==> src/design/vitu_pkg.sv <==
// constants, tables and types shared by the vectored interrupt and trap unit
package vitu_pkg;
  localparam int DW   = 16;
  localparam int AW   = 3;
  localparam int NSRC = 10;

  // register indices on the local register port
  localparam logic [AW-1:0] REG_ENABLE  = 3'h0;
  localparam logic [AW-1:0] REG_PENDING = 3'h1;
  localparam logic [AW-1:0] REG_FLAGS   = 3'h2;
  localparam logic [AW-1:0] REG_CONTROL = 3'h3;
  localparam logic [AW-1:0] REG_STATUS  = 3'h4;

  // auxiliary flags register fields
  localparam int FLAG_SLEEP_BIT   = 15;
  localparam int FLAG_RAM_LOW_BIT = 14;
  // control register fields
  localparam int CTL_TRAP_OUT_BIT   = 0;
  localparam int CTL_TRAP_DEBUG_BIT = 1;

  // reset values
  localparam logic [NSRC-1:0] ENABLE_RST  = 10'h000;
  localparam logic [NSRC-1:0] PENDING_RST = 10'h000;

  // source order: ext a, scan, ext b, timer, serial b in/out, serial a in/out, host in/out
  localparam int SRC_EXT_A = 0;
  localparam int SRC_EXT_B = 2;
  localparam int SRC_TIMER = 3;
  // sources cleared by pending write-one or by the service return
  localparam logic [NSRC-1:0] W1C_MASK = 10'h00D;

  localparam logic [NSRC-1:0][DW-1:0] SRC_VECTOR = {
    16'h0038, 16'h0034, 16'h0030, 16'h002C, 16'h0018,
    16'h0014, 16'h0010, 16'h0004, 16'h0042, 16'h0001};
  localparam logic [NSRC-1:0][4:0] SRC_PRIO = {
    5'h11, 5'h10, 5'h0F, 5'h0E, 5'h09, 5'h08, 5'h07, 5'h04, 5'h03, 5'h02};
  localparam logic [NSRC-1:0][3:0] SRC_CODE = {
    4'h6, 4'h5, 4'h4, 4'h3, 4'hE, 4'hD, 4'hC, 4'h9, 4'h8, 4'h2};

  localparam logic [DW-1:0] SW_VECTOR    = 16'h0002;
  localparam logic [3:0]    SW_CODE      = 4'h1;
  localparam logic [DW-1:0] UTRAP_VECTOR = 16'h0046;
  localparam logic [DW-1:0] DTRAP_VECTOR = 16'h0003;
  localparam logic [3:0]    UTRAP_CODE   = 4'h7;
  localparam logic [3:0]    IDLE_CODE    = 4'h0;

  // trap latency in core cycles from pin to control
  localparam int TRAP_LAT_CYC = 4;

  typedef struct packed {
    logic       ack;
    logic [3:0] code;
  } vitu_svc_t;

  typedef struct packed {
    logic       found;
    logic [3:0] idx;
  } vitu_pick_t;

  typedef enum logic [1:0] {
    VITU_TR_IDLE   = 2'b00,
    VITU_TR_WAIT   = 2'b01,
    VITU_TR_ARMED  = 2'b11,
    VITU_TR_ACTIVE = 2'b10
  } vitu_trap_st_t;
endpackage
==> src/design/vitu_core.sv <==
// vectored interrupt and trap unit: masking, priority, service status, traps, sleep
// Summary of operation
// - Enable bit one unmasks its interrupt; zero masks it.
// - Software interrupt and traps have no enable bit and cannot be masked.
// - Unmasked request vectors fetch to its address when no service is in progress.
// - Masked request still latches pending; unmasking it later starts normal entry.
// - Acknowledge high during interrupt or user trap service, low at return.
// - Service code: zero idle, seven for user trap, table code otherwise.
// - Debug traps leave acknowledge and service code untouched.
// - Each source has a fixed vector and priority; user trap highest.
// - Host input-full clears on data read; output-empty clears on data write.
// - Serial full/empty flags clear on matching data register read or write.
// - Scan port interrupt clears when its data register is read.
// - Writing one to ext a, ext b or timer pending bit clears it.
// - Return clears the serviced ext or timer bit, leaving others pending.
// - Trap pin is an input after reset; asserting it forces a user trap.
// - User trap vectors to 0x46, debug trap to 0x3.
// - Trap takes control four cycles after reaching the pin.
// - The instruction in flight, wait-states included, finishes before trap entry.
// - Return pointer holds next address, or one beyond for one-cycle instructions.
// - Debug trap forces the rom-low program map; return restores the prior map.
// - Trap pin as output asserts at breakpoint; as input with the control debug bit set it enters debug code.
// - Sleep bit enters sleep after one more instruction; detection stays active.
// - Transfers finish before sleep; first interrupt clears the bit and wakes.
// - Simultaneous requests serviced in priority order after interruptible instructions.
// - Non-interruptible instructions block vectored interrupts but not traps.
// - Trap requests are ignored while a trap routine runs.
//
// Design decisions made here: the register addresses and the address-and-strobe port.
`timescale 1ns/1ns
module vitu_core
  import vitu_pkg::*;
(
  input  wire logic            REF_CLK,
  input  wire logic            RST_N,
  input  wire logic [AW-1:0]   REG_ADDR,
  input  wire logic [DW-1:0]   REG_WDATA,
  input  wire logic            REG_WR,
  input  wire logic            REG_RD,
  output logic      [DW-1:0]   REG_RDATA,
  input  wire logic [NSRC-1:0] SRC_EVENT,
  input  wire logic [NSRC-1:0] SRC_DATA_ACCESS,
  input  wire logic            SW_CALL,
  input  wire logic            INSTR_DONE,
  input  wire logic            INSTR_INTERRUPTIBLE,
  input  wire logic            INSTR_TWO_CYCLE,
  input  wire logic [DW-1:0]   NEXT_PC,
  input  wire logic            IRETURN,
  input  wire logic            XFER_BUSY,
  input  wire logic            DEBUG_BREAK,
  input  wire logic            TRAP_IN,
  output logic                 TRAP_OUT,
  output logic                 TRAP_OE,
  output logic                 TAKE_VALID,
  output logic      [DW-1:0]   TAKE_VECTOR,
  output logic      [DW-1:0]   SAVED_RETURN_POINTER,
  output logic                 SERVICE_ACK_OUT,
  output logic      [3:0]      SERVICE_CODE_OUT,
  output logic                 ROM_LOW_PROGRAM_MAP,
  output logic                 PROGRAM_RAM_LOW,
  output logic                 CORE_SLEEP
);

  function automatic vitu_pick_t pick_highest(input logic [NSRC-1:0] req);
    vitu_pick_t r;
    logic [4:0] best;
    r    = '0;
    best = '0;
    for (int i = 0; i < NSRC; i++) begin
      if (req[i] && SRC_PRIO[i] > best) begin
        best    = SRC_PRIO[i];
        r.found = 1'b1;
        r.idx   = 4'(i);
      end
    end
    return r;
  endfunction

  logic [NSRC-1:0] enable;
  logic [NSRC-1:0] pending;
  logic            sw_pending;
  logic            sleep_bit;
  logic            ram_low;
  logic            trap_dir_out;
  logic            trap_pin_debug;
  logic            isr_active;
  logic [3:0]      isr_src;
  logic            isr_is_sw;
  vitu_svc_t       isr_svc;
  vitu_trap_st_t   trap_st;
  logic [2:0]      trap_cnt;
  logic            trap_debug;
  logic            trap_in_q;
  logic            sleep_armed;

  logic            wr_enable;
  logic            wr_pending;
  logic            wr_flags;
  logic            wr_control;
  logic            trap_req;
  logic            trap_req_debug;
  logic            trap_take;
  logic            int_ok;
  logic            int_take;
  vitu_pick_t      pick;
  logic            wake;
  logic [NSRC-1:0] clr_access;
  logic [NSRC-1:0] clr_write;
  logic [NSRC-1:0] clr_return;

  assign wr_enable  = REG_WR && REG_ADDR == REG_ENABLE;
  assign wr_pending = REG_WR && REG_ADDR == REG_PENDING;
  assign wr_flags   = REG_WR && REG_ADDR == REG_FLAGS;
  assign wr_control = REG_WR && REG_ADDR == REG_CONTROL;

  // ---------------- register file ----------------
  always_ff @(posedge REF_CLK or negedge RST_N) begin
    if (!RST_N) begin
      enable <= ENABLE_RST;
    end else if (wr_enable) begin
      enable <= REG_WDATA[NSRC-1:0];
    end
  end

  always_ff @(posedge REF_CLK or negedge RST_N) begin
    if (!RST_N) begin
      trap_dir_out   <= 1'b0;
      trap_pin_debug <= 1'b0;
    end else if (wr_control) begin
      trap_dir_out   <= REG_WDATA[CTL_TRAP_OUT_BIT];
      trap_pin_debug <= REG_WDATA[CTL_TRAP_DEBUG_BIT];
    end
  end

  always_ff @(posedge REF_CLK or negedge RST_N) begin
    if (!RST_N) begin
      REG_RDATA <= '0;
    end else if (REG_RD) begin
      case (REG_ADDR)
        REG_ENABLE:  REG_RDATA <= DW'(enable);
        REG_PENDING: REG_RDATA <= DW'(pending);
        REG_FLAGS: begin
          REG_RDATA                   <= '0;
          REG_RDATA[FLAG_SLEEP_BIT]   <= sleep_bit;
          REG_RDATA[FLAG_RAM_LOW_BIT] <= ram_low;
        end
        REG_CONTROL: REG_RDATA <= DW'({trap_pin_debug, trap_dir_out});
        REG_STATUS:  REG_RDATA <= DW'({CORE_SLEEP, trap_debug, trap_st, isr_active,
                                       SERVICE_ACK_OUT, SERVICE_CODE_OUT});
        default:     REG_RDATA <= '0;
      endcase
    end else begin
      REG_RDATA <= '0;
    end
  end

  // ---------------- pending flags ----------------
  // data-register accesses clear the peripheral flags; ext and timer bits are write-one
  assign clr_access = SRC_DATA_ACCESS & ~W1C_MASK;
  assign clr_write  = wr_pending ? (REG_WDATA[NSRC-1:0] & W1C_MASK) : '0;

  always_comb begin
    clr_return = '0;
    if (IRETURN && trap_st != VITU_TR_ACTIVE && isr_active && !isr_is_sw) begin
      clr_return[isr_src] = W1C_MASK[isr_src];
    end
  end

  // a new event in the clearing cycle survives: set wins
  always_ff @(posedge REF_CLK or negedge RST_N) begin
    if (!RST_N) begin
      pending <= PENDING_RST;
    end else begin
      pending <= (pending & ~(clr_access | clr_write | clr_return)) | SRC_EVENT;
    end
  end

  always_ff @(posedge REF_CLK or negedge RST_N) begin
    if (!RST_N) begin
      sw_pending <= 1'b0;
    end else if (SW_CALL) begin
      sw_pending <= 1'b1;
    end else if (int_take && !pick.found) begin
      sw_pending <= 1'b0;
    end
  end

  // ---------------- vectored interrupt entry ----------------
  // masked bits never reach the selector, so they wait in pending until unmasked
  assign pick     = pick_highest(pending & enable);
  assign int_ok   = INSTR_DONE && INSTR_INTERRUPTIBLE && !isr_active;
  // a trap taking control this cycle has precedence over any vectored entry
  assign int_take = int_ok && (pick.found || sw_pending) && !trap_take
                    && trap_st != VITU_TR_ACTIVE;

  always_ff @(posedge REF_CLK or negedge RST_N) begin
    if (!RST_N) begin
      isr_active <= 1'b0;
      isr_src    <= '0;
      isr_is_sw  <= 1'b0;
      isr_svc    <= '0;
    end else if (int_take) begin
      isr_active <= 1'b1;
      isr_src    <= pick.idx;
      isr_is_sw  <= !pick.found;
      isr_svc    <= pick.found ? {1'b1, SRC_CODE[pick.idx]} : {1'b1, SW_CODE};
    end else if (IRETURN && trap_st != VITU_TR_ACTIVE) begin
      isr_active <= 1'b0;
      isr_svc    <= {1'b0, IDLE_CODE};
    end
  end

  always_ff @(posedge REF_CLK or negedge RST_N) begin
    if (!RST_N) begin
      TAKE_VALID  <= 1'b0;
      TAKE_VECTOR <= '0;
    end else begin
      TAKE_VALID <= trap_take || int_take;
      if (trap_take) begin
        TAKE_VECTOR <= trap_debug ? DTRAP_VECTOR : UTRAP_VECTOR;
      end else if (int_take) begin
        TAKE_VECTOR <= pick.found ? SRC_VECTOR[pick.idx] : SW_VECTOR;
      end
    end
  end

  // ---------------- service status pins ----------------
  // a debug trap keeps showing whatever service state was in force
  always_ff @(posedge REF_CLK or negedge RST_N) begin
    if (!RST_N) begin
      SERVICE_ACK_OUT  <= 1'b0;
      SERVICE_CODE_OUT <= IDLE_CODE;
    end else if (trap_st == VITU_TR_ACTIVE && !trap_debug) begin
      SERVICE_ACK_OUT  <= 1'b1;
      SERVICE_CODE_OUT <= UTRAP_CODE;
    end else begin
      SERVICE_ACK_OUT  <= isr_svc.ack;
      SERVICE_CODE_OUT <= isr_svc.code;
    end
  end

  // ---------------- traps ----------------
  always_ff @(posedge REF_CLK or negedge RST_N) begin
    if (!RST_N) begin
      trap_in_q <= 1'b0;
    end else begin
      trap_in_q <= TRAP_IN && !trap_dir_out;
    end
  end

  // pin edge only counts while the pin is an input
  assign trap_req_debug = DEBUG_BREAK || (trap_pin_debug && TRAP_IN && !trap_in_q);
  assign trap_req       = DEBUG_BREAK || (!trap_dir_out && TRAP_IN && !trap_in_q);
  // waits for the instruction boundary so wait-stated instructions complete first
  assign trap_take = INSTR_DONE && ((trap_st == VITU_TR_WAIT
                     && trap_cnt == 3'(TRAP_LAT_CYC - 1))
                     || trap_st == VITU_TR_ARMED);

  always_ff @(posedge REF_CLK or negedge RST_N) begin
    if (!RST_N) begin
      trap_st    <= VITU_TR_IDLE;
      trap_cnt   <= '0;
      trap_debug <= 1'b0;
    end else begin
      case (trap_st)
        VITU_TR_IDLE: begin
          if (trap_req) begin
            trap_st    <= VITU_TR_WAIT;
            trap_cnt   <= 3'h1;
            trap_debug <= trap_req_debug;
          end
        end
        VITU_TR_WAIT: begin
          if (trap_take) begin
            trap_st <= VITU_TR_ACTIVE;
          end else if (trap_cnt == 3'(TRAP_LAT_CYC - 1)) begin
            trap_st <= VITU_TR_ARMED;
          end else begin
            trap_cnt <= trap_cnt + 3'h1;
          end
        end
        VITU_TR_ARMED: begin
          if (trap_take) begin
            trap_st <= VITU_TR_ACTIVE;
          end
        end
        VITU_TR_ACTIVE: begin
          // further trap requests fall through unheard here
          if (IRETURN) begin
            trap_st <= VITU_TR_IDLE;
          end
        end
        default: trap_st <= VITU_TR_IDLE;
      endcase
    end
  end

  always_ff @(posedge REF_CLK or negedge RST_N) begin
    if (!RST_N) begin
      TRAP_OUT <= 1'b0;
      TRAP_OE  <= 1'b0;
    end else begin
      TRAP_OE  <= trap_dir_out;
      TRAP_OUT <= trap_dir_out && DEBUG_BREAK;
    end
  end

  // ---------------- return pointer ----------------
  // it only updates while no vectored interrupt routine runs, so a trap inside a routine leaves it for the routine's return
  always_ff @(posedge REF_CLK or negedge RST_N) begin
    if (!RST_N) begin
      SAVED_RETURN_POINTER <= '0;
    end else if (INSTR_DONE && !isr_active) begin
      SAVED_RETURN_POINTER <= INSTR_TWO_CYCLE ? NEXT_PC : NEXT_PC + 16'h0001;
    end
  end

  // ---------------- program map ----------------
  always_ff @(posedge REF_CLK or negedge RST_N) begin
    if (!RST_N) begin
      ram_low <= 1'b0;
    end else if (wr_flags) begin
      ram_low <= REG_WDATA[FLAG_RAM_LOW_BIT];
    end
  end

  // user choice is held untouched, so leaving the debug trap restores it
  assign ROM_LOW_PROGRAM_MAP = trap_st == VITU_TR_ACTIVE && trap_debug;
  assign PROGRAM_RAM_LOW     = ram_low && !ROM_LOW_PROGRAM_MAP;

  // ---------------- sleep ----------------
  // any interrupt event or trap counts as the waking interrupt
  assign wake = |SRC_EVENT || SW_CALL || trap_req;

  always_ff @(posedge REF_CLK or negedge RST_N) begin
    if (!RST_N) begin
      sleep_bit <= 1'b0;
    end else if (wake) begin
      sleep_bit <= 1'b0;
    end else if (wr_flags) begin
      sleep_bit <= REG_WDATA[FLAG_SLEEP_BIT];
    end
  end

  always_ff @(posedge REF_CLK or negedge RST_N) begin
    if (!RST_N) begin
      sleep_armed <= 1'b0;
      CORE_SLEEP  <= 1'b0;
    end else if (wake || !sleep_bit) begin
      sleep_armed <= 1'b0;
      CORE_SLEEP  <= 1'b0;
    end else begin
      if (INSTR_DONE) begin
        sleep_armed <= 1'b1;
      end
      if (sleep_armed && !XFER_BUSY) begin
        CORE_SLEEP <= 1'b1;
      end
    end
  end

  // ---------------- checks ----------------
  property p_mask_blocks;
    @(posedge REF_CLK) disable iff (!RST_N)
    int_take && pick.found |-> enable[pick.idx];
  endproperty
  a_mask_blocks: assert property (p_mask_blocks) else $error("masked source taken");

  property p_latch_masked;
    @(posedge REF_CLK) disable iff (!RST_N)
    SRC_EVENT[SRC_TIMER] |=> pending[SRC_TIMER];
  endproperty
  a_latch_masked: assert property (p_latch_masked) else $error("event not latched");

  property p_take_vector;
    @(posedge REF_CLK) disable iff (!RST_N)
    int_take && pick.found |=> TAKE_VALID && TAKE_VECTOR == SRC_VECTOR[$past(pick.idx)];
  endproperty
  a_take_vector: assert property (p_take_vector) else $error("wrong vector");

  property p_no_nest;
    @(posedge REF_CLK) disable iff (!RST_N)
    isr_active |-> !int_take;
  endproperty
  a_no_nest: assert property (p_no_nest) else $error("nested interrupt");

  property p_ack_follows;
    @(posedge REF_CLK) disable iff (!RST_N)
    int_take |=> ##1 SERVICE_ACK_OUT && SERVICE_CODE_OUT != IDLE_CODE;
  endproperty
  a_ack_follows: assert property (p_ack_follows) else $error("ack missing");

  property p_idle_code;
    @(posedge REF_CLK) disable iff (!RST_N)
    !SERVICE_ACK_OUT |-> SERVICE_CODE_OUT == IDLE_CODE;
  endproperty
  a_idle_code: assert property (p_idle_code) else $error("code not zero idle");

  property p_w1c;
    @(posedge REF_CLK) disable iff (!RST_N)
    wr_pending && REG_WDATA[SRC_EXT_A] && !SRC_EVENT[SRC_EXT_A] |=> !pending[SRC_EXT_A];
  endproperty
  a_w1c: assert property (p_w1c) else $error("write one did not clear");

  property p_trap_latency;
    @(posedge REF_CLK) disable iff (!RST_N)
    trap_st == VITU_TR_IDLE && trap_req && INSTR_DONE ##1 INSTR_DONE[*3]
      |=> TAKE_VALID && (TAKE_VECTOR == UTRAP_VECTOR || TAKE_VECTOR == DTRAP_VECTOR);
  endproperty
  a_trap_latency: assert property (p_trap_latency) else $error("trap latency");

  property p_trap_ignored;
    @(posedge REF_CLK) disable iff (!RST_N)
    trap_st == VITU_TR_ACTIVE && !IRETURN |=> trap_st == VITU_TR_ACTIVE
      && trap_debug == $past(trap_debug);
  endproperty
  a_trap_ignored: assert property (p_trap_ignored) else $error("trap re-entered");

  property p_debug_map;
    @(posedge REF_CLK) disable iff (!RST_N)
    trap_take && trap_debug |=> ROM_LOW_PROGRAM_MAP && !PROGRAM_RAM_LOW;
  endproperty
  a_debug_map: assert property (p_debug_map) else $error("map not forced");

  property p_debug_status;
    @(posedge REF_CLK) disable iff (!RST_N)
    trap_st == VITU_TR_ACTIVE && trap_debug && $stable(isr_svc)
      |=> $stable(SERVICE_ACK_OUT) && $stable(SERVICE_CODE_OUT);
  endproperty
  a_debug_status: assert property (p_debug_status) else $error("debug trap moved pins");

  property p_wake;
    @(posedge REF_CLK) disable iff (!RST_N)
    CORE_SLEEP && wake |=> !CORE_SLEEP && !sleep_bit;
  endproperty
  a_wake: assert property (p_wake) else $error("no wake on interrupt");

endmodule

==> config.mk <==
export PLATFORM = sky130hd
export DESIGN_NAME = vitu_core
export DESIGN_NICKNAME = d
export VERILOG_FILES = /design/src/design/vitu_pkg.sv /design/src/design/vitu_core.sv
export SDC_FILE = /design/constraint.sdc
export NUM_CORES = 1
export LEC_CHECK = 0
export BUFFER_PORTS_ARGS = -buffer_cell sky130_fd_sc_hd__clkbuf_2
export CAP_MARGIN = 5
export CORE_ASPECT_RATIO = 1.4
export CORE_MARGIN = 2
export CORE_UTILIZATION = 52
export CTS_CLUSTER_SIZE = 12
export DETAILED_ROUTE_END_ITERATION = 8
export GPL_ROUTABILITY_DRIVEN = 0
export GPL_TIMING_DRIVEN = 0
export HOLD_SLACK_MARGIN = 0.03
export PLACE_DENSITY = 0.9
export SETUP_SLACK_MARGIN = 0.2
export SYNTH_ARGS = -nofsm -noshare
export SYNTH_HDL_FRONTEND = slang
export SYNTH_SLANG_ARGS = --single-unit
==> constraint.sdc <==
create_clock -name REF_CLK -period 2.7 [get_ports REF_CLK]
set_input_delay 0.135 -clock REF_CLK [delete_from_list [all_inputs] [get_ports REF_CLK]]
set_output_delay 0.135 -clock REF_CLK [all_outputs]
set_load 0.03 [all_outputs]
Word-level counts from Yosys, hierarchy flattened
Memories as Yosys holds them, arrays and structs flattened.
Index checks and enable logic that the tools add are counted.
{"block": "totals", "n_memories": 3, "input_bits": 67, "romBits": 336, "regBits": 101, "word_cells": 189}
{"block": "op_classes", "n_bitwise": 7, "eq_ne": 15, "add_sub_neg": 2, "reduce_logical": 66, "mux": 58, "order_cmp": 12}
{"memory": "(name not given)", "depth": 16, "width": 16, "read_ports": 1, "rd_ports_with_merged_regs": 0, "write_ports": 0, "line_no": "vitu_core.sv:222", "text": "TAKE_VECTOR <= pick.found ? SRC_VECTOR[pick.idx] : SW_VECTOR;"}
{"memory": "(name not given)", "depth": 16, "width": 4, "read_ports": 1, "rd_ports_with_merged_regs": 0, "write_ports": 0, "line_no": "vitu_core.sv:206", "text": "isr_svc <= pick.found ? {1'b1, SRC_CODE[pick.idx]} : {1'b1, SW_CODE};"}
{"memory": "(name not given)", "depth": 16, "width": 1, "read_ports": 1, "rd_ports_with_merged_regs": 0, "write_ports": 0, "line_no": "vitu_core.sv:165", "text": "clr_return[isr_src] = W1C_MASK[isr_src];"}
{"op": "$mux W16", "count": 6}
{"op": "$mux W5", "count": 19}
{"op": "$pmux W16 S5", "count": 1}
{"op": "$logic_and A1 B1 Y1", "count": 35}
{"op": "$and A10 B10 Y10", "count": 3}
{"op": "$gt A4 B5 Y1 const A", "count": 4}
{"op": "$or A10 B10 Y10", "count": 2}
{"op": "$add A16 B1 Y16 const B", "count": 1}
{"op": "$mux W4", "count": 4}
{"op": "$mux W2", "count": 7}
{"op": "$reduce_bool A2 Y1", "count": 7}
{"op": "$mux W1", "count": 13}
{"op": "$ne A2 B2 Y1 const B", "count": 6}
{"op": "$gt A3 B5 Y1 const A", "count": 2}
{"op": "$gt A5 B5 Y1 const A", "count": 2}
{"op": "$logic_not A1 Y1", "count": 10}
{"op": "$lt A4 B5 Y1 const B", "count": 2}
{"op": "$mux W10", "count": 1}
{"op": "$not A10 Y10", "count": 1}
{"op": "$or A10 B4 Y10", "count": 1}
{"op": "$reduce_or A10 Y1", "count": 1}
{"op": "$eq A3 B2 Y1 const B", "count": 3}
{"op": "$mux W3", "count": 3}
{"op": "$logic_or A1 B1 Y1", "count": 8}
{"op": "other kinds (16)", "count": 18}

Depth between registers and ports, before layout
Gate-level depths: netlist (run 1).
{"block": "depth", "word_depth": 36, "mapped_depth": 10}

Worst setup path before layout (run 1)
OpenSTA, ideal clock, no wires.
{"block": "synth_timing", "kind": "register to register", "startpoint": "register trap_cnt[0]", "endpoint": "register TAKE_VECTOR[0]", "stages_incl_launch_ff": 10, "setup_time_ns": 0.126, "period_less_slack_ns": 2.075, "arrival_ns": 1.949, "required_ns": 2.574, "path_slack_ns": 0.625, "cell_sequence": "dfrtp_1 ha_1 ha_1 a21oi_2 and3_1 buf_2 o41ai_4 and2_1 buf_4 a221o_1"}
{"block": "synth_between", "elab_chain_cells": 8}
{"item": "from (decl)", "line_no": "vitu_core.sv:91", "text": "logic [2:0] trap_cnt;"}
{"item": "from (signal assigned)", "line_no": "vitu_core.sv:279", "text": "trap_cnt <= trap_cnt + 3'h1;"}
{"item": "$eq A3 B2 Y1 *", "line_no": "vitu_core.sv:256", "text": "&& trap_cnt == 3'(TRAP_LAT_CYC - 1))"}
{"item": "$logic_and A1 B1 Y1 *", "line_no": "vitu_core.sv:256"}
{"item": "$logic_or A1 B1 Y1 *", "line_no": "vitu_core.sv:257", "text": "|| trap_st == VITU_TR_ARMED);"}
{"item": "$logic_and A1 B1 Y1 *", "line_no": "vitu_core.sv:255", "text": "assign trap_take = INSTR_DONE && ((trap_st == VITU_TR_WAIT"}
{"item": "$logic_not A1 Y1", "line_no": "vitu_core.sv:193", "text": "assign int_take = int_ok && (pick.found || sw_pending) && !trap_take"}
{"item": "$logic_and A1 B1 Y1", "line_no": "vitu_core.sv:193"}
{"item": "$logic_and A1 B1 Y1", "line_no": "vitu_core.sv:194", "text": "&& trap_st != VITU_TR_ACTIVE;"}
{"item": "$reduce_bool A2 Y1 (no source line)"}
{"item": "to (signal assigned)", "line_no": "vitu_core.sv:220", "text": "TAKE_VECTOR <= trap_debug ? DTRAP_VECTOR : UTRAP_VECTOR;"}
{"item": "to (signal assigned)", "line_no": "vitu_core.sv:222"}
{"item": "to (decl)", "line_no": "vitu_core.sv:55", "text": "output logic [DW-1:0] TAKE_VECTOR,"}
Every way passes the cells marked *; elsewhere a longest branch is shown, timed or not.
A chain may end at the register's enable or synchronous reset.

Worst setup path in the final report (run 1)
{"block": "layout_timing", "startpoint": "register pending[2]", "endpoint": "register TAKE_VECTOR[2]"}
{"block": "layout_between", "elab_chain_cells": 29}
{"item": "from (decl)", "line_no": "vitu_core.sv:80", "text": "logic [NSRC-1:0] pending;"}
{"item": "from (signal assigned)", "line_no": "vitu_core.sv:174", "text": "pending <= (pending & ~(clr_access | clr_write | clr_return)) | SRC_EVENT;"}
{"item": "$and A10 B10 Y10 *", "line_no": "vitu_core.sv:190", "text": "assign pick = pick_highest(pending & enable);"}
{"item": "$logic_and A1 B1 Y1 *", "line_no": "vitu_core.sv:70", "text": "if (req[i] && SRC_PRIO[i] > best) begin"}
{"item": "$mux W5", "line_no": "vitu_core.sv:70"}
{"item": "$gt A3 B5 Y1", "line_no": "vitu_core.sv:70"}
{"item": "$logic_and A1 B1 Y1", "line_no": "vitu_core.sv:70"}
{"item": "$mux W5", "line_no": "vitu_core.sv:70"}
{"item": "$gt A4 B5 Y1", "line_no": "vitu_core.sv:70"}
{"item": "$logic_and A1 B1 Y1", "line_no": "vitu_core.sv:70"}
{"item": "[13 not listed]"}
{"item": "$gt A5 B5 Y1", "line_no": "vitu_core.sv:70"}
{"item": "$logic_and A1 B1 Y1", "line_no": "vitu_core.sv:70"}
{"item": "$mux W5 *", "line_no": "vitu_core.sv:70"}
{"item": "$mem_v2 Z16 W16 or $logic_or A1 B1 Y1 (tied branches)"}
{"item": "$mux W16 (not written as such) or $logic_and A1 B1 Y1 (tied branches)", "line_no": "vitu_core.sv:222, vitu_core.sv:193"}
{"item": "$mux W16 or $logic_and A1 B1 Y1 (tied branches)", "line_no": "vitu_core.sv:222, vitu_core.sv:193"}
{"item": "$mux W16 or $logic_and A1 B1 Y1 (tied branches)", "line_no": "vitu_core.sv:221, vitu_core.sv:194"}
{"item": "$mux W16 or $reduce_bool A2 Y1 (tied branches)"}
Every way passes the cells marked *; elsewhere a longest branch is shown, timed or not. The select of a mux whose other input is x is not followed.

==> flow_metrics.tcl, run 1 <==
set metrics [dict create \
    status "complete, no violations" \
    relSlewSlack_pct 37.08 \
    peakVddDrop_v 0.0005617 \
    vias_per_cell 5.823 \
    final_cells 674 \
    die_x_um 80.04 \
    grt_pass1_wl_mm 18.82 \
    synth_top_area_share_pct 51.72 \
    syn_avg_cell_area_sq_um 10.24 \
    place_ws_ns 0.4159 \
    cts_root_buffer "clkbuf_8" \
    firstDrtPassIters 6 \
    clkLatencyLatePin_ns 0.36 \
    numPortBuffers 102 \
    yosysSeqAreaShare_pct 51.72 \
    die-height_um 110.5 \
    power_density_nw_per_um2 839.7 \
    final_max_slew_viol_count 0 \
    synth_flop_cell "dfrtp_1" \
    vias 3925 \
    post_drt_wl_per_cell_um 17.39 \
    grt_setup_unrepaired "false" \
    grt_max_degree 54 \
    start_util_pct 53.98 \
    drc_errors 0 \
    overflow 0 \
    drt.antenna.violating_nets 0 \
    area_growth_pct 29.28 \
    syn_area_sq_um 4209 \
    fin_skew_ns 0.01475 \
    total_power_mw 4.569 \
    final_cell_mix "clkbuf_2, dfrtp_1, nand2_1" \
    syn-instance-count 411 \
    n_antenna_cell 0 \
    endpoint_kind "flip-flop" \
    synth-seq-cells 87 \
    place_hpwl_mm 7.969 \
    hold_viol 0 \
    wl_mm 11.72 \
    cap_violations 0 \
    post_cts_buffers 0 \
    fp.coreArea_sq_um 7797 \
    clock_sinks 87 \
    num_rows 38 \
    setup_violations 0 \
    clk_pin_slew_worst_paths_ns 0.09 \
    p_leak_nw 2.713 \
    dpl.cell_count 626 \
    worst_slew_pin_slew_ns 0.9311 \
    whs_ns 0.04569 \
    layout_commonest_cell "clkbuf_2" \
    cts_buffers 9 \
    cp-start-kind "flip-flop" \
    final_nets 643 \
    clk_path_buf_depth 2 \
    synth_top_area_cell "dfrtp_1" \
    synth_edf_count 0 \
    cts_tree "done" \
    ctsHtreeMaxLevel 3 \
    ys_top_cells_by_area "dfrtp_1, mux2_2, nand2_1, nor2_1, o21ai_0" \
    drive_gt1_share_pct 28.57 \
    grt_pass1_vias 3984 \
    io_pins 126 \
    period_share_pct 87.79 \
    finalWorstPathRequiredPeriod_ns 2.370 \
    max_freq_mhz 421.9 \
    crit_arrival_ns 2.67 \
    critPathMaxFanout 6 \
    worstSetupPathType "flip-flop to flip-flop" \
    antenna_found_initial 0 \
    dieArea_sq_um 8840 \
    async_flop_share_pct 100.0 \
    drt_iter0_drc 332 \
    groute.usage.overall_pct 27.19 \
    tns_ns 0 \
    fin_ws_ns 0.3296 \
    required_ns 3.00 \
    synth.distinct_cells 49 \
    hold_class "input pin to flip-flop" \
    synth_warnings 0 \
]
## per-layer routing
layer | part of all wire (%) | GRT usage (%)
met1 | 34 | 29.70
met5 | 0 | 0
met3 | 10 | 7.598
met4 | 6.3 | 15.48
met2 | 50 | 46.11
## where the power goes
part / switching (mW) / internal (mW)
registers: 0.297 / 1.64
clock network: 0.480 / 0.433
logic: 1.09 / 0.630
total: 1.87 / 2.70
## synth_stat cells (all sizes together), types with 5 or more instances
library cell	instances
nand2	46
nand3	12
nor2	32
dfrtp	87
nor3	5
or2	7
buf	17
o21ai	23
and2	9
a22o	5
inv	17
ha	7
a21o	13
a21oi	19
xor2	11
nor2b	6
clkbuf	11
mux2i	10
mux2	17
a22oi	9
## metrics by stage
step / utilization, % / area [sq um]
floorplan: - / 4254
global placement: 62.71 / 4890
detailed placement: 63.09 / 4920
CTS: 69.72 / 5436
global route: 69.79 / 5441
finish: 69.79 / 5441
## registers in the layout, summed over array words and instances (netlist names), 2 cells and up
register              count
enable                   10
pending                  10
SERVICE_CODE_OUT          4
isr_src                   4
trap_st                   2
SAVED_RETURN_POINTER     16
isr_svc                   4
trap_cnt                  3
REG_RDATA                12
TAKE_VECTOR               7
## worst max-delay path: stages (launching register included)
cell and delay, ns:
dfrtp_1 0.48, nand2_1 0.11, a32o_1 0.29, a21oi_1 0.40
ha_1 0.24, a21oi_1 0.05, a21oi_1 0.21, o221ai_1 0.24
nor3_1 0.20, a211o_1 0.12
## path summary, 6_finish.rpt
check / depth (start not counted) / start / endpoint / slack (ns)
min in group asynchronous: 2 / RST_N / pending[7] / 0.29
min reg2reg: 1 / isr_svc[0] / SERVICE_CODE_OUT[0] / 0.47
max in group asynchronous: 3 / RST_N / isr_src[1] / 1.79
min: 2 / REG_WDATA[2] / enable[2] / 0.05
max: 9 / pending[2] / TAKE_VECTOR[2] / 0.33
max reg2reg: 9 / pending[2] / TAKE_VECTOR[2] / 0.33
## repair_timing
item,4_1_cts,5_1_grt
hold endpoints to repair,60,0
hold buffers,32,0
setup endpoints to repair,0,1
resized for setup,0,1
## logic make-up (layout without fill, tap and decap cells)
logic type,after synthesis,count (layout),share of synthesized area (%)
adders and majority gates,7,7,2.081
and+or+nand+nor,142,142,16.56
buffers and inverters,45,196,5.321
muxes,27,27,6.926
xor gates and xnor gates,15,15,3.121
AOI/OAI and AO/OA,87,87,14.18
other,1,13,0.08909
DFF,87,87,51.72
## cell type report
type | count | area (sq um)
flip-flops and latches | 87 | 2177
repair buffers | 135 | 860.8
well taps | 100 | 125.1
multi-input cells | 291 | 1858
inverters | 17 | 63.81
clock buffers | 10 | 127.6
clock inverters | 6 | 68.82
fillers | 529 | 2356
plain buffers | 28 | 160.2
Note: power is estimated with default switching activity, not from simulation.
==> run 2: changes to the inputs <==
CORE_UTILIZATION = 55   (was 52)
CTS_BUF_LIST = sky130_fd_sc_hd__clkbuf_4   (was unset)
PLACE_DENSITY = 0.94   (was 0.9)
clock period = 2.75 ns   (was 2.7 ns; I/O delays follow)
==> run 2 against run 1 <==
Flip-flop and latch count is the same. Die area fell by 5.2%. Maximum frequency rose by 0.33%. Routed wire length grew 9.9%. Global-route usage grew 5.4 points. Combinational power about the same. Non-clock buffer count increased by 14. Clock skew is 0.0070 ns higher.
==> flow_metrics.tcl, run 2 (same netlist as run 1, synthesis figures left out) <==
set metrics [dict create \
    clk_path_buf_depth 2 \
    cp-start-kind "flip-flop" \
    required_ns 3.10 \
    overflow 0 \
    place_hpwl_mm 7.964 \
    relSlewSlack_pct 48.67 \
    io_pins 126 \
    dpl.cell_count 623 \
    largest_register_ffs 16 \
    firstDrtPassIters 7 \
    worst_slew_pin_slew_ns 0.7597 \
    drt.antenna.violating_nets 0 \
    p_leak_nw 2.743 \
    cts_buffers 9 \
    crit_family "compound AO/OA/AOI/OAI gates" \
    cts_tree "done" \
    grt_setup_unrepaired "false" \
    antenna_found_initial 0 \
    largest_register "SAVED_RETURN_POINTER" \
    hold_viol 0 \
    numPortBuffers 102 \
    grt_pass1_vias 4198 \
    area_growth_pct 30.86 \
    post_drt_wl_per_cell_um 18.80 \
    final_max_slew_viol_count 0 \
    die_x_um 77.94 \
    wl_mm 12.88 \
    power_density_nw_per_um2 793.3 \
    vias 4060 \
    final_cell_mix "clkbuf_2, dfrtp_1, nand2_1, dlygate4sd3_1, nor2_1" \
    period_share_pct 85.92 \
    cp_common_cell "a21oi_1" \
    setup_violations 0 \
    start_util_pct 56.82 \
    grt_pass1_wl_mm 20.80 \
    peakVddDrop_v 0.0004926 \
    clkLatencyLatePin_ns 0.45 \
    dieArea_sq_um 8379 \
    crit_arrival_ns 2.71 \
    max_freq_mhz 423.2 \
    path_cells "a22oi_1 > a21o_1 > inv_1 > ha_1 > a21oi_1 > a21oi_1 > o221ai_1 > nor3_1 > a211o_1" \
    n_antenna_cell 0 \
    critPathMaxFanout 5 \
    critPathLaunch "pending[6]" \
    status "complete, no violations" \
    final_nets 657 \
    drt_iter0_drc 494 \
    grt_max_degree 58 \
    fp.coreArea_sq_um 7407 \
    num_rows 37 \
    ctsHtreeMaxLevel 3 \
    worstSetupPathType "flip-flop to flip-flop" \
    finalWorstPathRequiredPeriod_ns 2.363 \
    final_cells 685 \
    ff2ff_setup_slack_ns 0.39 \
    r2r_cells 9 \
    fin_skew_ns 0.02171 \
    post_cts_buffers 0 \
    cp.buffers_inverters 1 \
    r2r_start "pending[6]" \
    hold_class "input pin to flip-flop" \
    vias_per_cell 5.927 \
    critPathSlowestCell "a22oi_1" \
    cts_root_buffer "clkbuf_4" \
    max_stage_delay_ns 0.47 \
    drc_errors 0 \
    cp.depth 9 \
    n_fill_cell 454 \
    clk_pin_slew_worst_paths_ns 0.13 \
    layout_commonest_cell "clkbuf_2" \
    reg_top3 "SAVED_RETURN_POINTER: 16 flops, REG_RDATA: 12 flops" \
    clock_sinks 87 \
    endpoint_kind "flip-flop" \
    die-height_um 107.5 \
    cap_violations 0 \
    groute.usage.overall_pct 32.60 \
    tns_ns 0 \
    final_core_util_pct 74.36 \
    endpoint "TAKE_VECTOR[2]" \
    regToRegEndpoint "TAKE_VECTOR[2]" \
    drive_gt1_share_pct 27.38 \
]
[run 2: cell count changes in the layout (fill, tap and decap cells not counted), sizes merged]
cell         delta
clkbuf          +1
dlygate4sd3    +14
inv             -1
[run 2: layout make-up]
type / instances / area [sq um] / area share [%]
sequential: 87 / 2177 / 39.53
multi-input combinational: 291 / 1853 / 33.64
timing repair buffer: 149 / 1001 / 18.17
buffer: 28 / 160.2 / 2.908
tap: 97 / 121.4 / 2.204
clock buffer: 11 / 82.58 / 1.499
inverter: 17 / 63.81 / 1.159
clock inverter: 5 / 48.80 / 0.8860
[run 2: metrics by stage]
stage	hold WS [ns]	area (sq um)	setup WS, ns	power, mW
6_report	0.03778	5508	0.3873	4.370
5_1_grt	0.03326	5508	0.3274	4.588
4_1_cts	0.03038	5508	0.4661	4.279
3_5_place_dp	0.1325	4916	0.5035	3.520
3_3_place_gp	0.3339	4886	0.5166	3.437
2_1_floorplan	-0.1581	4254	0.6747	2.969
[run 2: worst min-delay path by stage]
stage                             from  slack, ns                      end  cells past startpoint
after floorplan                  RST_N      -0.16               CORE_SLEEP                      0
after global placement    SRC_EVENT[7]       0.33               pending[7]                      2
after detailed placement         RST_N       0.13             REG_RDATA[7]                      1
after CTS                   NEXT_PC[8]       0.03  SAVED_RETURN_POINTER[8]                      3
after global routing        NEXT_PC[8]       0.03  SAVED_RETURN_POINTER[8]                      3
final                       NEXT_PC[5]       0.04  SAVED_RETURN_POINTER[5]                      3
[run 2: timing repair]
item	in CTS	in global routing
endpoints found under the setup margin	0	0
gates resized for setup	0	0
hold buffers	46	0
hold endpoints to repair	71	0
[run 2: per-layer routing]
| layer | vias up | global-route usage (%) | part of all wire [%] |
|---|---|---|---|
| met5 | - | 0 | 0 |
| met4 | 0 | 22.81 | 6.7 |
| met3 | 82 | 7.970 | 9.4 |
| met2 | 317 | 55.67 | 49 |
| met1 | 1899 | 35.19 | 34 |
| li1 | 1762 | - | - |
[run 2: power by group]
group	leakage, nW	switching [mW]	internal, mW
logic	1.60	1.10	0.640
registers	1.08	0.297	1.61
clock network	0.0696	0.433	0.290
total	2.74	1.83	2.54
[run 2: worst register-to-register path, cell delays in order (launching register included)]
cell and delay [ns]:
dfrtp_1 0.45, a22oi_1 0.47, a21o_1 0.27, inv_1 0.08, ha_1 0.18, a21oi_1 0.11
a21oi_1 0.06, o221ai_1 0.31, nor3_1 0.08, a211o_1 0.24
==> run 3: changes to the inputs <==
CTS_BUF_LIST = sky130_fd_sc_hd__clkbuf_8   (was sky130_fd_sc_hd__clkbuf_4)
==> run 3 against run 2 <==
Power increased by 3.8%. Clock power increased by 28%. First-iteration DRC count decreased by 24%. Global-route usage down 2.4 points. Die area stayed put. Maximum frequency is 0.51% higher. Sequential share of layout area is 0.89 points higher. Critical path depth stayed put. Register-to-register slack about the same. Clock-buffer cell count grew 1. Sequential power is essentially flat. Core utilization decreased by 1.6 points. Critical endpoint unchanged.
==> flow_metrics.tcl, run 3 (same netlist as run 1, synthesis figures left out) <==
set metrics [dict create \
    num_rows 37 \
    start_util_pct 56.82 \
    power_frac_comb_pct 37.4 \
    vias_per_cell 5.806 \
    final_cell_mix "clkbuf_2, dfrtp_1, nand2_1" \
    critPathSlowestCell "a22oi_1" \
    die-height_um 107.5 \
    crit_family "compound AO/OA/AOI/OAI gates" \
    final_core_util_pct 72.72 \
    clkLatencyLatePin_ns 0.35 \
    status "complete, no violations" \
    grt_max_degree 58 \
    drt.antenna.violating_nets 0 \
    final_max_slew_viol_count 0 \
    cts_tree "done" \
    max_freq_mhz 425.4 \
    clk_pin_slew_worst_paths_ns 0.08 \
    cp-start-kind "flip-flop" \
    required_ns 2.98 \
    worst_slew_pin_slew_ns 0.7478 \
    path_cells "a22oi_1 > a21o_1 > inv_1 > ha_1 > a21oi_1 > a21oi_1 > o221ai_1 > nor3_1 > a211o_1" \
    firstDrtPassIters 5 \
    period_share_pct 85.48 \
    peakVddDrop_v 0.0004914 \
    cp_common_cell "a21oi_1" \
    grt_pass1_wl_mm 19.39 \
    antenna_found_initial 0 \
    hold_class "input pin to flip-flop" \
    die_x_um 77.94 \
    n_antenna_cell 0 \
    place_hpwl_mm 7.964 \
    post_cts_resized 0 \
    cap_violations 0 \
    p_switching_mw 1.826 \
    hold_viol 0 \
    largest_register_ffs 16 \
    ctsHtreeMaxLevel 3 \
    reg_top3 "SAVED_RETURN_POINTER: 16 flops, REG_RDATA: 12 flops" \
    cts_root_buffer "clkbuf_8" \
    p_leak_nw 2.706 \
    power_density_nw_per_um2 842.2 \
    wl_mm 12.14 \
    worstSetupPathType "flip-flop to flip-flop" \
    grt_setup_unrepaired "false" \
    finalWorstPathRequiredPeriod_ns 2.351 \
    dieArea_sq_um 8379 \
    drive_gt1_share_pct 28.52 \
    tns_ns 0 \
    drc_errors 0 \
    power.internal_mw 2.711 \
    io_pins 126 \
    post_drt_wl_per_cell_um 18.26 \
    numPortBuffers 102 \
    power_frac_seq_pct 42.2 \
    max_stage_delay_ns 0.45 \
    area_growth_pct 27.97 \
    total_power_mw 4.537 \
    final_cells 665 \
    cp.buffers_inverters 1 \
    dpl.cell_count 623 \
    layout_commonest_cell "clkbuf_2" \
    endpoint_kind "flip-flop" \
    final_nets 637 \
    fin_skew_ns 0.01137 \
    largest_register "SAVED_RETURN_POINTER" \
    crit_arrival_ns 2.58 \
    power.share.clock_pct 20.4 \
    critPathMaxFanout 5 \
    setup_violations 0 \
    groute.usage.overall_pct 30.16 \
    overflow 0 \
    cts_buffers 9 \
    fp.coreArea_sq_um 7407 \
    grt_pass1_vias 4044 \
    clk_path_buf_depth 2 \
    p_sw_share_pct 40.24 \
    cts_hold_buf 26 \
    relSlewSlack_pct 49.47 \
    drt_iter0_drc 377 \
    vias 3861 \
    clock_sinks 87 \
    post_cts_buffers 0 \
]
==> run 3: through the flow <==
step | hold WS (ns) | cell area (sq um) | setup slack [ns]
after global placement | 0.3339 | 4886 | 0.5166
after CTS | 0.03031 | 5386 | 0.4375
after floorplan | -0.1581 | 4254 | 0.6747
after global routing | 0.03982 | 5386 | 0.2806
after detailed placement | 0.1325 | 4916 | 0.5035
final | 0.04626 | 5386 | 0.3993
==> run 3: tightest hold or removal path, stage by stage <==
cell and delay, ns:
clkbuf_2 0.08, inv_1 0.05, a21o_1 0.10
==> run 3: power by group through the flow <==
stage                     logic [mW]  registers [mW]  clock network [mW]
after detailed placement        1.62            1.90                   0
final                           1.70            1.91               0.925
after global placement          1.55            1.89                   0
after global routing            1.83            1.94               0.986
after CTS                       1.66            1.89               0.926
after floorplan                0.791            2.18                   0
==> run 3: worst paths after layout <==
path	to	start	slack [ns]	cells after the start
max	TAKE_VECTOR[2]	pending[6]	0.40	9
min	pending[6]	SRC_DATA_ACCESS[6]	0.05	3
max reg2reg	TAKE_VECTOR[2]	pending[6]	0.40	9
min reg2reg	isr_svc[2]	isr_svc[2]	0.48	1
max in group asynchronous	trap_cnt[2]	RST_N	1.80	3
min in group asynchronous	pending[4]	RST_N	0.34	2
==> run 3: layout make-up <==
type	count	area, sq um
inverters	17	63.81
plain buffers	28	160.2
repair buffers	129	800.8
well taps	97	121.4
fillers	470	2021
multi-input cells	291	1853
flip-flops and latches	87	2177
clock buffers	12	165.2
clock inverters	4	45.04
==> run 3: routing by layer <==
layer / track usage, % / share of wire [%]
met1: 31.00 / 34
met2: 53.88 / 51
met3: 6.208 / 8.7
met4: 21.43 / 6.1
met5: 0 / 0
